--- config.mk ---
export PLATFORM = sky130hd
export DESIGN_NAME = ppm_top
export DESIGN_NICKNAME = d
export VERILOG_FILES = /design/src/rtl/ppm_pkg.sv /design/src/rtl/ppm_wake.sv /design/src/rtl/ppm_top.sv
export VERILOG_INCLUDE_DIRS = /design/src /design/src/rtl
export SDC_FILE = /design/constraint.sdc
export NUM_CORES = 1
export LEC_CHECK = 0
export ABC_AREA = 0
export CAP_MARGIN = 20
export CORE_MARGIN = 2
export CORE_UTILIZATION = 46
export CTS_CLUSTER_SIZE = 40
export DETAILED_ROUTE_END_ITERATION = 16
export DONT_BUFFER_PORTS = 1
export HOLD_SLACK_MARGIN = 0.15
export PLACE_DENSITY = 0.72
export SLEW_MARGIN = 0
export SYNTH_ARGS = -nofsm -noshare
export SYNTH_HDL_FRONTEND = slang
export SYNTH_SLANG_ARGS = --single-unit
--- constraint.sdc ---
create_clock -name hclk -period 1.65 [get_ports hclk]
set_input_delay 0.165 -clock hclk [delete_from_list [all_inputs] [get_ports hclk]]
set_output_delay 0.165 -clock hclk [all_outputs]
set_load 0.02 [all_outputs]
--- src/rtl/ppm_map.svh ---
`ifndef PPM_MAP_SVH
`define PPM_MAP_SVH

// Register indexes; the byte address is four times the index
`define PPM_IDX_CSR 8'hA4
`define PPM_IDX_BRG 8'hA6
`define PPM_IDX_DATA 8'hA7

// Field positions of the control/status register
`define PPM_BIT_STATUS 15
`define PPM_BIT_ENABLE 8
`define PPM_PS_HI 1
`define PPM_PS_LO 0

// Field positions of the bridge extensions register
`define PPM_BIT_BPCC 7
`define PPM_BIT_B2B3 6

// Reset values
`define PPM_CSR_RST 16'h0000
`define PPM_BRG_RST 8'hC0
`define PPM_DATA_RST 8'h00

// Power state encodings
`define PPM_PS_D0 2'h0
`define PPM_PS_D1 2'h1
`define PPM_PS_D2 2'h2
`define PPM_PS_D3 2'h3

// Length of the internal function reset pulse, in clock cycles
`define PPM_RST_PULSE_CYC 1

`endif

--- src/rtl/ppm_pkg.sv ---
`include "ppm_map.svh"

package ppm_pkg;

   // Which register an address phase selects, one-hot
   typedef enum logic [3:0] {
      PPM_SEL_NONE = 4'b0001,
      PPM_SEL_CSR  = 4'b0010,
      PPM_SEL_BRG  = 4'b0100,
      PPM_SEL_DATA = 4'b1000
   } ppm_sel_type;

   // Bus slave states, one-hot
   typedef enum logic [1:0] {
      PPM_BUS_IDLE = 2'b01,
      PPM_BUS_WAIT = 2'b10
   } ppm_bus_state_type;

   // Captured address phase
   typedef struct packed {
      logic write;
      ppm_sel_type sel;
   } ppm_acc_type;

   // Secondary bus controls
   typedef struct packed {
      logic clk_stop;
      logic pwr_off;
   } ppm_sec_type;

   // Address decode shared by the slave logic
   function automatic ppm_sel_type ppm_decode(input logic [31:0] a);
      ppm_sel_type s;
      s = PPM_SEL_NONE;
      if (a[31:10] != 22'h000000 || a[1:0] != 2'h0) begin
         s = PPM_SEL_NONE;
      end else if (a[9:2] == `PPM_IDX_CSR) begin
         s = PPM_SEL_CSR;
      end else if (a[9:2] == `PPM_IDX_BRG) begin
         s = PPM_SEL_BRG;
      end else if (a[9:2] == `PPM_IDX_DATA) begin
         s = PPM_SEL_DATA;
      end
      return s;
   endfunction

endpackage

--- src/rtl/ppm_wake.sv ---
`timescale 1ns/1ps

module ppm_wake
   import ppm_pkg::*;
(
   input wire logic hclk, // Bus clock
   input wire logic hresetn, // Async reset, active low
   input wire logic wake_src_pin, // Wake source level from outside
   input wire logic status_clr, // One-cycle write-one clear
   input wire logic wake_event_enable, // Event drive enable
   output logic wake_event_status, // Sticky event flag
   output logic pme_oe_n // Event pin enable, low drives
);

   ////////////////////////////////////////////////////////////////
   logic sync1_ff; // First synchroniser stage
   logic sync2_ff; // Second synchroniser stage
   logic prev_ff; // Previous synchronised level
   logic event_w; // Rising edge of the wake source
   logic status_ff; // Sticky flag
   logic oe_n_ff; // Pin enable
   logic nxt_status; // Next flag value

   // Two-stage synchroniser; the pin level is held by the source
   always_ff @(posedge hclk or negedge hresetn) begin
      if (!hresetn) begin
         sync1_ff <= 1'b0;
         sync2_ff <= 1'b0;
         prev_ff <= 1'b0;
      end else begin
         sync1_ff <= wake_src_pin;
         sync2_ff <= sync1_ff;
         prev_ff <= sync2_ff;
      end
   end

   assign event_w = sync2_ff & ~prev_ff;

   // Flag sets regardless of enable, set wins over clear
   always_comb begin
      nxt_status = status_ff;
      if (event_w) begin
         nxt_status = 1'b1;
      end else if (status_clr) begin
         nxt_status = 1'b0;
      end
   end

   // Flag register, cleared by the bus reset or by the write-one clear
   always_ff @(posedge hclk or negedge hresetn) begin
      if (!hresetn) begin
         status_ff <= 1'b0;
      end else begin
         status_ff <= nxt_status;
      end
   end

   // Pin driven only while flag and enable are both set
   always_ff @(posedge hclk or negedge hresetn) begin
      if (!hresetn) begin
         oe_n_ff <= 1'b1;
      end else begin
         oe_n_ff <= ~(status_ff & wake_event_enable);
      end
   end

   assign wake_event_status = status_ff;
   assign pme_oe_n = oe_n_ff;
endmodule

--- src/rtl/ppm_top.sv ---
// The AHB-Lite slave port was chosen for this implementation.
`timescale 1ns/1ps

// Offsets, field positions and reset values
`include "ppm_map.svh"

module ppm_top
   import ppm_pkg::*;
#(
   parameter logic [7:0] BRG_VALUE = `PPM_BRG_RST // Fixed bridge extension bits
)
(
   input wire logic hclk, // Bus clock, 200 MHz
   input wire logic hresetn, // Async reset, active low
   input wire logic hsel, // Slave select
   input wire logic [31:0] haddr, // Byte address
   input wire logic [1:0] htrans, // Transfer type
   input wire logic hwrite, // Write when high
   input wire logic [2:0] hsize, // Transfer size, word only
   input wire logic [31:0] hwdata, // Write data
   input wire logic hready, // Bus ready
   output logic hreadyout, // Slave ready
   output logic [31:0] hrdata, // Read data
   output logic hresp, // Response, always OKAY
   input wire logic wake_src_pin, // Wake source level
   output logic pme_out, // Event pin output level
   output logic pme_oe_n, // Event pin enable, low drives
   output logic [1:0] device_power_state, // Current power state
   output logic func_reset_pulse, // Internal function reset
   output logic sec_clk_stop, // Secondary bus clock stopped
   output logic sec_pwr_off // Secondary bus power removed
);

   ////////////////////////////////////////////////////////////////
   // Fixed bridge bits
   localparam logic bpcc_on = BRG_VALUE[`PPM_BIT_BPCC]; // Power/clock control
   localparam logic d3_clk_stop = BRG_VALUE[`PPM_BIT_B2B3]; // Clock stop in D3hot
   localparam logic [7:0] data_value = `PPM_DATA_RST; // Data register value
   localparam logic [15:0] csr_rst = `PPM_CSR_RST; // Control/status reset

   ////////////////////////////////////////////////////////////////
   // Bus slave state
   ppm_bus_state_type bus_state_ff; // Slave state
   ppm_acc_type acc_ff; // Captured address phase
   logic hreadyout_ff; // Ready output
   logic [31:0] hrdata_ff; // Read data output
   logic hresp_ff; // Response output
   logic accept_w; // Address phase taken
   logic wr_csr_w; // Write to control/status completes
   logic rd_done_w; // Read completes

   // Control/status state
   logic wake_event_enable_ff; // Pin drive enable
   logic [1:0] power_state_ff; // Power state
   logic pulse_ff; // Function reset pulse
   logic status_clr_w; // Clear request to the wake logic
   logic wake_event_status; // Sticky flag from the wake logic
   logic pme_out_ff; // Open-drain level
   ppm_sec_type sec_ff; // Secondary bus controls
   ppm_sec_type nxt_sec; // Next secondary bus controls
   logic [31:0] nxt_rdata; // Read mux

   ////////////////////////////////////////////////////////////////
   // Address phase taken when selected and the bus is ready
   assign accept_w = hsel & htrans[1] & hready & (bus_state_ff == PPM_BUS_IDLE);

   // Data phase ends at the wait-state edge
   assign wr_csr_w = (bus_state_ff == PPM_BUS_WAIT) & acc_ff.write &
                     (acc_ff.sel == PPM_SEL_CSR);
   assign rd_done_w = (bus_state_ff == PPM_BUS_WAIT) & ~acc_ff.write;

   // Slave state machine, one wait state per transfer
   always_ff @(posedge hclk or negedge hresetn) begin
      if (!hresetn) begin
         bus_state_ff <= PPM_BUS_IDLE;
         hreadyout_ff <= 1'b1;
      end else begin
         case (bus_state_ff)
            PPM_BUS_IDLE: begin
               // Insert the wait state
               if (accept_w) begin
                  bus_state_ff <= PPM_BUS_WAIT;
                  hreadyout_ff <= 1'b0;
               end
            end
            PPM_BUS_WAIT: begin
               // Finish the data phase
               bus_state_ff <= PPM_BUS_IDLE;
               hreadyout_ff <= 1'b1;
            end
            default: begin
               bus_state_ff <= PPM_BUS_IDLE;
               hreadyout_ff <= 1'b1;
            end
         endcase
      end
   end

   // Address phase capture
   always_ff @(posedge hclk or negedge hresetn) begin
      if (!hresetn) begin
         acc_ff <= '{write: 1'b0, sel: PPM_SEL_NONE};
      end else if (accept_w) begin
         acc_ff <= '{write: hwrite, sel: ppm_decode(haddr)};
      end
   end

   // Response is always OKAY
   always_ff @(posedge hclk or negedge hresetn) begin
      if (!hresetn) begin
         hresp_ff <= 1'b0;
      end else begin
         hresp_ff <= 1'b0;
      end
   end

   ////////////////////////////////////////////////////////////////
   // Read mux; unused fields and reserved bits are zero
   always_comb begin
      nxt_rdata = 32'h00000000;
      case (acc_ff.sel)
         PPM_SEL_CSR: begin
            nxt_rdata[`PPM_BIT_STATUS] = wake_event_status;
            nxt_rdata[`PPM_BIT_ENABLE] = wake_event_enable_ff;
            nxt_rdata[`PPM_PS_HI:`PPM_PS_LO] = power_state_ff;
         end
         PPM_SEL_BRG: begin
            // Fixed capability bits, low bits reserved
            nxt_rdata[`PPM_BIT_BPCC] = bpcc_on;
            nxt_rdata[`PPM_BIT_B2B3] = d3_clk_stop;
         end
         PPM_SEL_DATA: begin
            // No dynamic data is reported
            nxt_rdata[7:0] = data_value;
         end
         default: begin
            // Unmapped reads as zero
            nxt_rdata = 32'h00000000;
         end
      endcase
   end

   // Read data register, loaded as the read completes
   always_ff @(posedge hclk or negedge hresetn) begin
      if (!hresetn) begin
         hrdata_ff <= 32'h00000000;
      end else if (rd_done_w) begin
         hrdata_ff <= nxt_rdata;
      end
   end

   ////////////////////////////////////////////////////////////////
   // Enable and power state; bus reset only, not the function pulse
   // Writes to the reserved fields and the other registers are dropped
   always_ff @(posedge hclk or negedge hresetn) begin
      if (!hresetn) begin
         wake_event_enable_ff <= csr_rst[`PPM_BIT_ENABLE];
         power_state_ff <= csr_rst[`PPM_PS_HI:`PPM_PS_LO];
      end else if (wr_csr_w) begin
         wake_event_enable_ff <= hwdata[`PPM_BIT_ENABLE];
         power_state_ff <= hwdata[`PPM_PS_HI:`PPM_PS_LO];
      end
   end

   // Write of one to the flag position requests a clear
   assign status_clr_w = wr_csr_w & hwdata[`PPM_BIT_STATUS];

   // One pulse on a D3hot to D0 move; other register groups use it
   always_ff @(posedge hclk or negedge hresetn) begin
      if (!hresetn) begin
         pulse_ff <= 1'b0;
      end else begin
         pulse_ff <= wr_csr_w & (power_state_ff == `PPM_PS_D3) &
                     (hwdata[`PPM_PS_HI:`PPM_PS_LO] == `PPM_PS_D0);
      end
   end

   ////////////////////////////////////////////////////////////////
   // Secondary bus follows D3hot only when control is on
   always_comb begin
      nxt_sec = '{clk_stop: 1'b0, pwr_off: 1'b0};
      if (bpcc_on && power_state_ff == `PPM_PS_D3) begin
         if (d3_clk_stop) begin
            nxt_sec.clk_stop = 1'b1;
         end else begin
            nxt_sec.pwr_off = 1'b1;
         end
      end
   end

   // Secondary bus control registers
   always_ff @(posedge hclk or negedge hresetn) begin
      if (!hresetn) begin
         sec_ff <= '{clk_stop: 1'b0, pwr_off: 1'b0};
      end else begin
         sec_ff <= nxt_sec;
      end
   end

   // Open-drain pin only ever pulls low
   always_ff @(posedge hclk or negedge hresetn) begin
      if (!hresetn) begin
         pme_out_ff <= 1'b0;
      end else begin
         pme_out_ff <= 1'b0;
      end
   end

   ////////////////////////////////////////////////////////////////
   // Wake event flag and pin drive
   ppm_wake u_wake (
      .hclk(hclk),
      .hresetn(hresetn),
      .wake_src_pin(wake_src_pin),
      .status_clr(status_clr_w),
      .wake_event_enable(wake_event_enable_ff),
      .wake_event_status(wake_event_status),
      .pme_oe_n(pme_oe_n)
   );

   ////////////////////////////////////////////////////////////////
   // Outputs
   assign hreadyout = hreadyout_ff;
   assign hrdata = hrdata_ff;
   assign hresp = hresp_ff;
   assign pme_out = pme_out_ff;
   assign device_power_state = power_state_ff;
   assign func_reset_pulse = pulse_ff;
   assign sec_clk_stop = sec_ff.clk_stop;
   assign sec_pwr_off = sec_ff.pwr_off;

   // Read of the control/status word completing
   logic rd_csr_w; // Read of control/status completes
   assign rd_csr_w = rd_done_w & (acc_ff.sel == PPM_SEL_CSR);
endmodule

Word-level counts from Yosys, hierarchy flattened
Cells that the tools add are included.

operators by class
  $lt $le $gt $ge = 0
  divide/modulo/power cells = 0
  bitwise operators = 14
  shifts and indexed selects = 0
  reduce and logical (&&, ||, !) cells = 5
  multipliers = 0
  equal/unequal tests = 9
  mux-type cells = 15
  add/subtract/negate cells = 0

operators by type and width
  kind                                                                   count
  8-bit equality test, second input constant                             3
  22-bit nonzero test                                                    1
  4-bit 2-to-1 mux                                                       4
  1-bit AND                                                              11
  2-bit 2-to-1 mux                                                       5
  1-bit 2-to-1 mux                                                       6
  2-bit equality test, second input constant                             2
  4-bit by 2-bit equality test with 1-bit output, second input constant  1
  4-bit by 3-bit equality test with 1-bit output, second input constant  1
  2-bit nonzero test                                                     2
  1-bit inverter                                                         3
  2-bit by 1-bit equality test with 1-bit output, second input constant  1
  2-bit logical NOT                                                      1
  2-bit != test, second input constant                                   1
  1-bit logical OR                                                       1

word-level totals
  flip-flop bits (word level) = 25
  input port bits = 75
  bits in read-only memories = 0
  memory bits (writable) = 0
  bits in latches = 0
  output and inout bits = 41
  memories kept = 0

Longest topological paths before layout
  word-level depth = 6
  gate-level depth with buffers = 5

Cells and area by module
A second synthesis with hierarchy kept.

second synthesis, totals
  cells, all modules = 103
  area, all modules = 1149.9 sq um

by module, submodules not included
  module    area each (sq um)  sequential area each (sq um)  times used  cells an instance
  ppm_top   999.7              427.9                         1           94
  ppm_wake  150.1              126.4                         1           9

Least setup slack after synthesis
No wires, ideal clock.

  kind = register to register
  start point = reg acc_ff[3] (netlist name)
  end point = reg power_state_ff[0] (netlist: device_power_state[0])
  cell stages (with the launch flop) = 5
  setup slack = 214 ps
  arrival = 1311 ps
  path buffers = 1
  setup time = 125 ps
  clock period less this slack = 1436 ps
  cells stage by stage = dfrtp_1 > nor4b_1 > and4b_1 > buf_2 > mux2_2

between the ends
  longest elaborated chain between the ends = 2

ends and longest elaborated chain
  what                                            line            source
  start, declared                                 ppm_top.sv:44   ppm_acc_type acc_ff;
  start signal, assigned                          ppm_top.sv:102  acc_ff <= '{write: 1'b0, sel: PPM_SEL_NONE};
  start signal, assigned                          ppm_top.sv:104  acc_ff <= '{write: hwrite, sel: ppm_decode(haddr)};
  4-bit by 2-bit equality test with 1-bit output  ppm_top.sv:69   (acc_ff.sel == PPM_SEL_CSR);
  1-bit AND                                       ppm_top.sv:68   assign wr_csr_w = (bus_state_ff == PPM_BUS_WAIT) & acc_ff.write &
  end signal, assigned                            ppm_top.sv:158  power_state_ff <= csr_rst[`PPM_PS_HI:`PPM_PS_LO];
  end signal, assigned                            ppm_top.sv:161  power_state_ff <= hwdata[`PPM_PS_HI:`PPM_PS_LO];
  end, declared                                   ppm_top.sv:54   logic [1:0] power_state_ff;

Every way passes these cells.
A chain may end at the register's enable or synchronous reset.

Worst setup path after layout
Same ends and word-level chain as after synthesis.

==> impl_metrics.py <==
metrics = {
    "timing": {
        "worst_slew_pin_slew_ps": 942,
        "report.final.slew_viol_count": 0,
        "slew_headroom": 0.370,
        "fin_skew_ps": 2.58,
        "layout_min_cycle_time_ps": 1560,
        "period_share": 0.944,
        "setup-violations-final": 0,
        "setup_tns_ps": 0,
        "finalHoldViolCount": 0,
        "max_freq_mhz": 642,
    },
    "synth": {
        "synth_edf_count": 0,
        "synth_largest_area_cell": "dfrtp_1",
        "syn_area_um2": 1140,
        "synthCells": 103,
        "synth_top_area_share": 0.415,
        "synth-seq-area-share": 0.484,
        "ys_ff_latch": 22,
        "yosysUniqueCellTypes": 28,
        "synthFlopType": "dfrtp_1",
        "avgSynthCellArea_um2": 11.1,
        "synth.yosys.warnings": 0,
        "async_flop_share": 1.00,
        "synth_area_leaders": "dfrtp_1 42%, buf_4 20%, dfstp_2 6.9%, nor4_2 4.4%, a22o_1 3.8%",
    },
    "clock_tree": {
        "htreeDepth": 1,
        "cts_buffer_depth": 2,
        "clk_latency_ps": 310,
        "root_buffer": "clkbuf_4",
        "cts_buffers": 3,
        "clk_pin_slew_ps": 120,
        "cts_sinks": 22,
        "cts_tree": "done",
    },
    "global_route": {
        "grt_pass1_vias": 689,
        "overflow": 0,
        "antenna_found_initial": 0,
        "grt_usage": 0.131,
        "grt_first_pass_wirelength_mm": 2.74,
        "grt_max_degree": 23,
    },
    "final_layout": {
        "mostFrequentLayoutCells": "29 x conb_1, 23 x dlygate4sd3_1, 19 x dfrtp_1",
        "antenna_cells": 0,
        "drive_above_1_share": 0.178,
        "postLayoutCoreUtil": 0.560,
        "nets": 205,
        "nFillCells": 188,
        "final_common_cell": "conb_1",
        "area_growth_pct": 17.8,
        "stdcell_area_um2": 1350,
    },
    "place": {
        "dpl_cell_area_um2": 1060,
        "place_hpwl_mm": 1.48,
        "port_buffers": 0,
        "routabilityCongestion": 0.656,
    },
    "critical_path": {
        "cp_slowest_cell": "dfrtp_1",
        "critPathMaxStageDelay_ps": 430,
        "critPathArrivalTime_ps": 1760,
        "crit_type": "flip-flop to flip-flop",
        "critPathRequiredTime_ps": 1850,
        "critPathMaxFanout": 5,
        "end_kind": "flip-flop",
        "start_kind": "flip-flop",
        "reg2reg_from": "acc_ff[3]",
        "r2r_slack_ps": 90,
        "r2r_cells": 3,
        "reg2reg_to": "device_power_state[0]",
        "path_cells": "nor4b_2, and4b_1, mux2_2",
    },
    "power_and_ir_drop": {
        "total_power_uw": 994,
        "vdd_drop_max_uv": 441,
        "power_density_nw_per_um2": 737,
        "p_leak_uw": 0.000625,
    },
    "route": {
        "drcViolationCount": 0,
        "wire_per_inst_um": 12.9,
        "routed_wl_mm": 2.05,
        "vias": 773,
        "drtIter0Drc": 6,
        "firstDrtPassIters": 4,
        "antenna_left": 0,
        "viasPerCell": 4.86,
    },
    "die": {
        "die_h_um": 53.9,
        "placementRows": 18,
        "num_io_pins": 116,
        "initial_core_util": 0.475,
        "die-area_um2": 2900,
        "dieWidth_um": 53.9,
        "core_um2": 2410,
    },
    "min_path": {
        "hold_class": "input port to flip-flop",
        "hold_depth": 4,
        "hold_start": "haddr[27]",
        "worstHoldEndpoint": "acc_ff[2]",
    },
    "flow_run": {
        "maxCapViolations": 0,
    },
    "run_status": {
        "status": "completed",
    },
}
-- worst max path at each step --
stage	start	endpoint	slack (ps)	cells after the start
finish	acc_ff[3]	device_power_state[0]	90	3
global route	haddr[11]	acc_ff[1]	-70	5
CTS	acc_ff[3]	device_power_state[0]	0.6	3
detailed placement	acc_ff[3]	device_power_state[0]	30	3
global placement	acc_ff[3]	device_power_state[0]	80	3
floorplan	acc_ff[3]	device_power_state[0]	210	4
-- worst max-delay path: cells and delay by family, from the launching register on --
kind / cells / cell delay [ps]
flops: 1 / 430
simple gates: 2 / 670
mux: 1 / 360
-- stage by stage --
step	hold slack (ps)	setup slack [ps]	std cells
after floorplan	-131	214	131
after global placement	-130	76.1	130
after detailed placement	-130	28.8	130
after CTS	154	0.625	147
after global routing	155	-69.5	159
final	157	92.8	159
-- cell usage after synthesis (2+ instances only) --
library cell / instances
buf_4: 30
dfrtp_1: 19
nand2_1: 10
a22o_1: 5
inv_1: 4
nor4_2: 4
dfstp_2: 3
mux2_2: 3
o41ai_1: 3
nand4_1: 2
nor4_1: 2
o21ai_0: 2
-- flip-flops by register name, summed over array words and instances (netlist names) --
register and cells:
u_wake.sync1_ff 1, hrdata 5, u_wake.pme_oe_n 1, acc_ff 5, device_power_state 2, bus_state_ff 2
func_reset_pulse 1, u_wake.prev_ff 1, wake_event_enable_ff 1, u_wake.sync2_ff 1, sec_clk_stop 1, u_wake.wake_event_status 1
-- power breakdown --
part | internal (uW) | switching (uW) | leakage [uW]
registers | 551 | 7.90 | 0.000283
logic | 50.1 | 89.1 | 0.000321
clock network | 135 | 161 | 0.0000210
-- per-layer routing --
| metal | wire length, um | part of all wire | GRT usage |
|---|---|---|---|
| met4 | 21 | 0.010 | 0.0513 |
| met1 | 703 | 0.34 | 0.124 |
| met3 | 225 | 0.11 | 0.0361 |
| met2 | 1100 | 0.54 | 0.260 |
| met5 | 0 | 0 | 0 |
-- cell families (layout without fill, tap and decap cells) --
kind of cell           Yosys count  count (layout)  synth area share
other                            1              29           0.00328
AOI/OAI and AO/OA               11              11            0.0787
DFF                             22              22             0.484
and+or+nand+nor                 30              30             0.187
buffers and inverters           36              34             0.217
muxes                            3               3            0.0295
-- layout make-up --
cell class	count	area (um^2)	share of cell area
clock buffers	4	36.3	0.0269
inverters	4	15.0	0.0111
multi-input cells	73	453	0.336
flip-flops and latches	22	554	0.411
well taps	30	37.5	0.0278
repair buffers	26	253	0.187
-- timing repair --
| item | in CTS | in global routing |
|---|---|---|
| endpoints found under the setup margin | 0 | 5 |
| endpoints found under the hold margin | 34 | 2 |
| buffers inserted | 0 | 2 |
| hold buffers | 13 | 10 |
| resized for setup | 0 | 1 |
No activity file was read; power rests on OpenSTA's default activity.
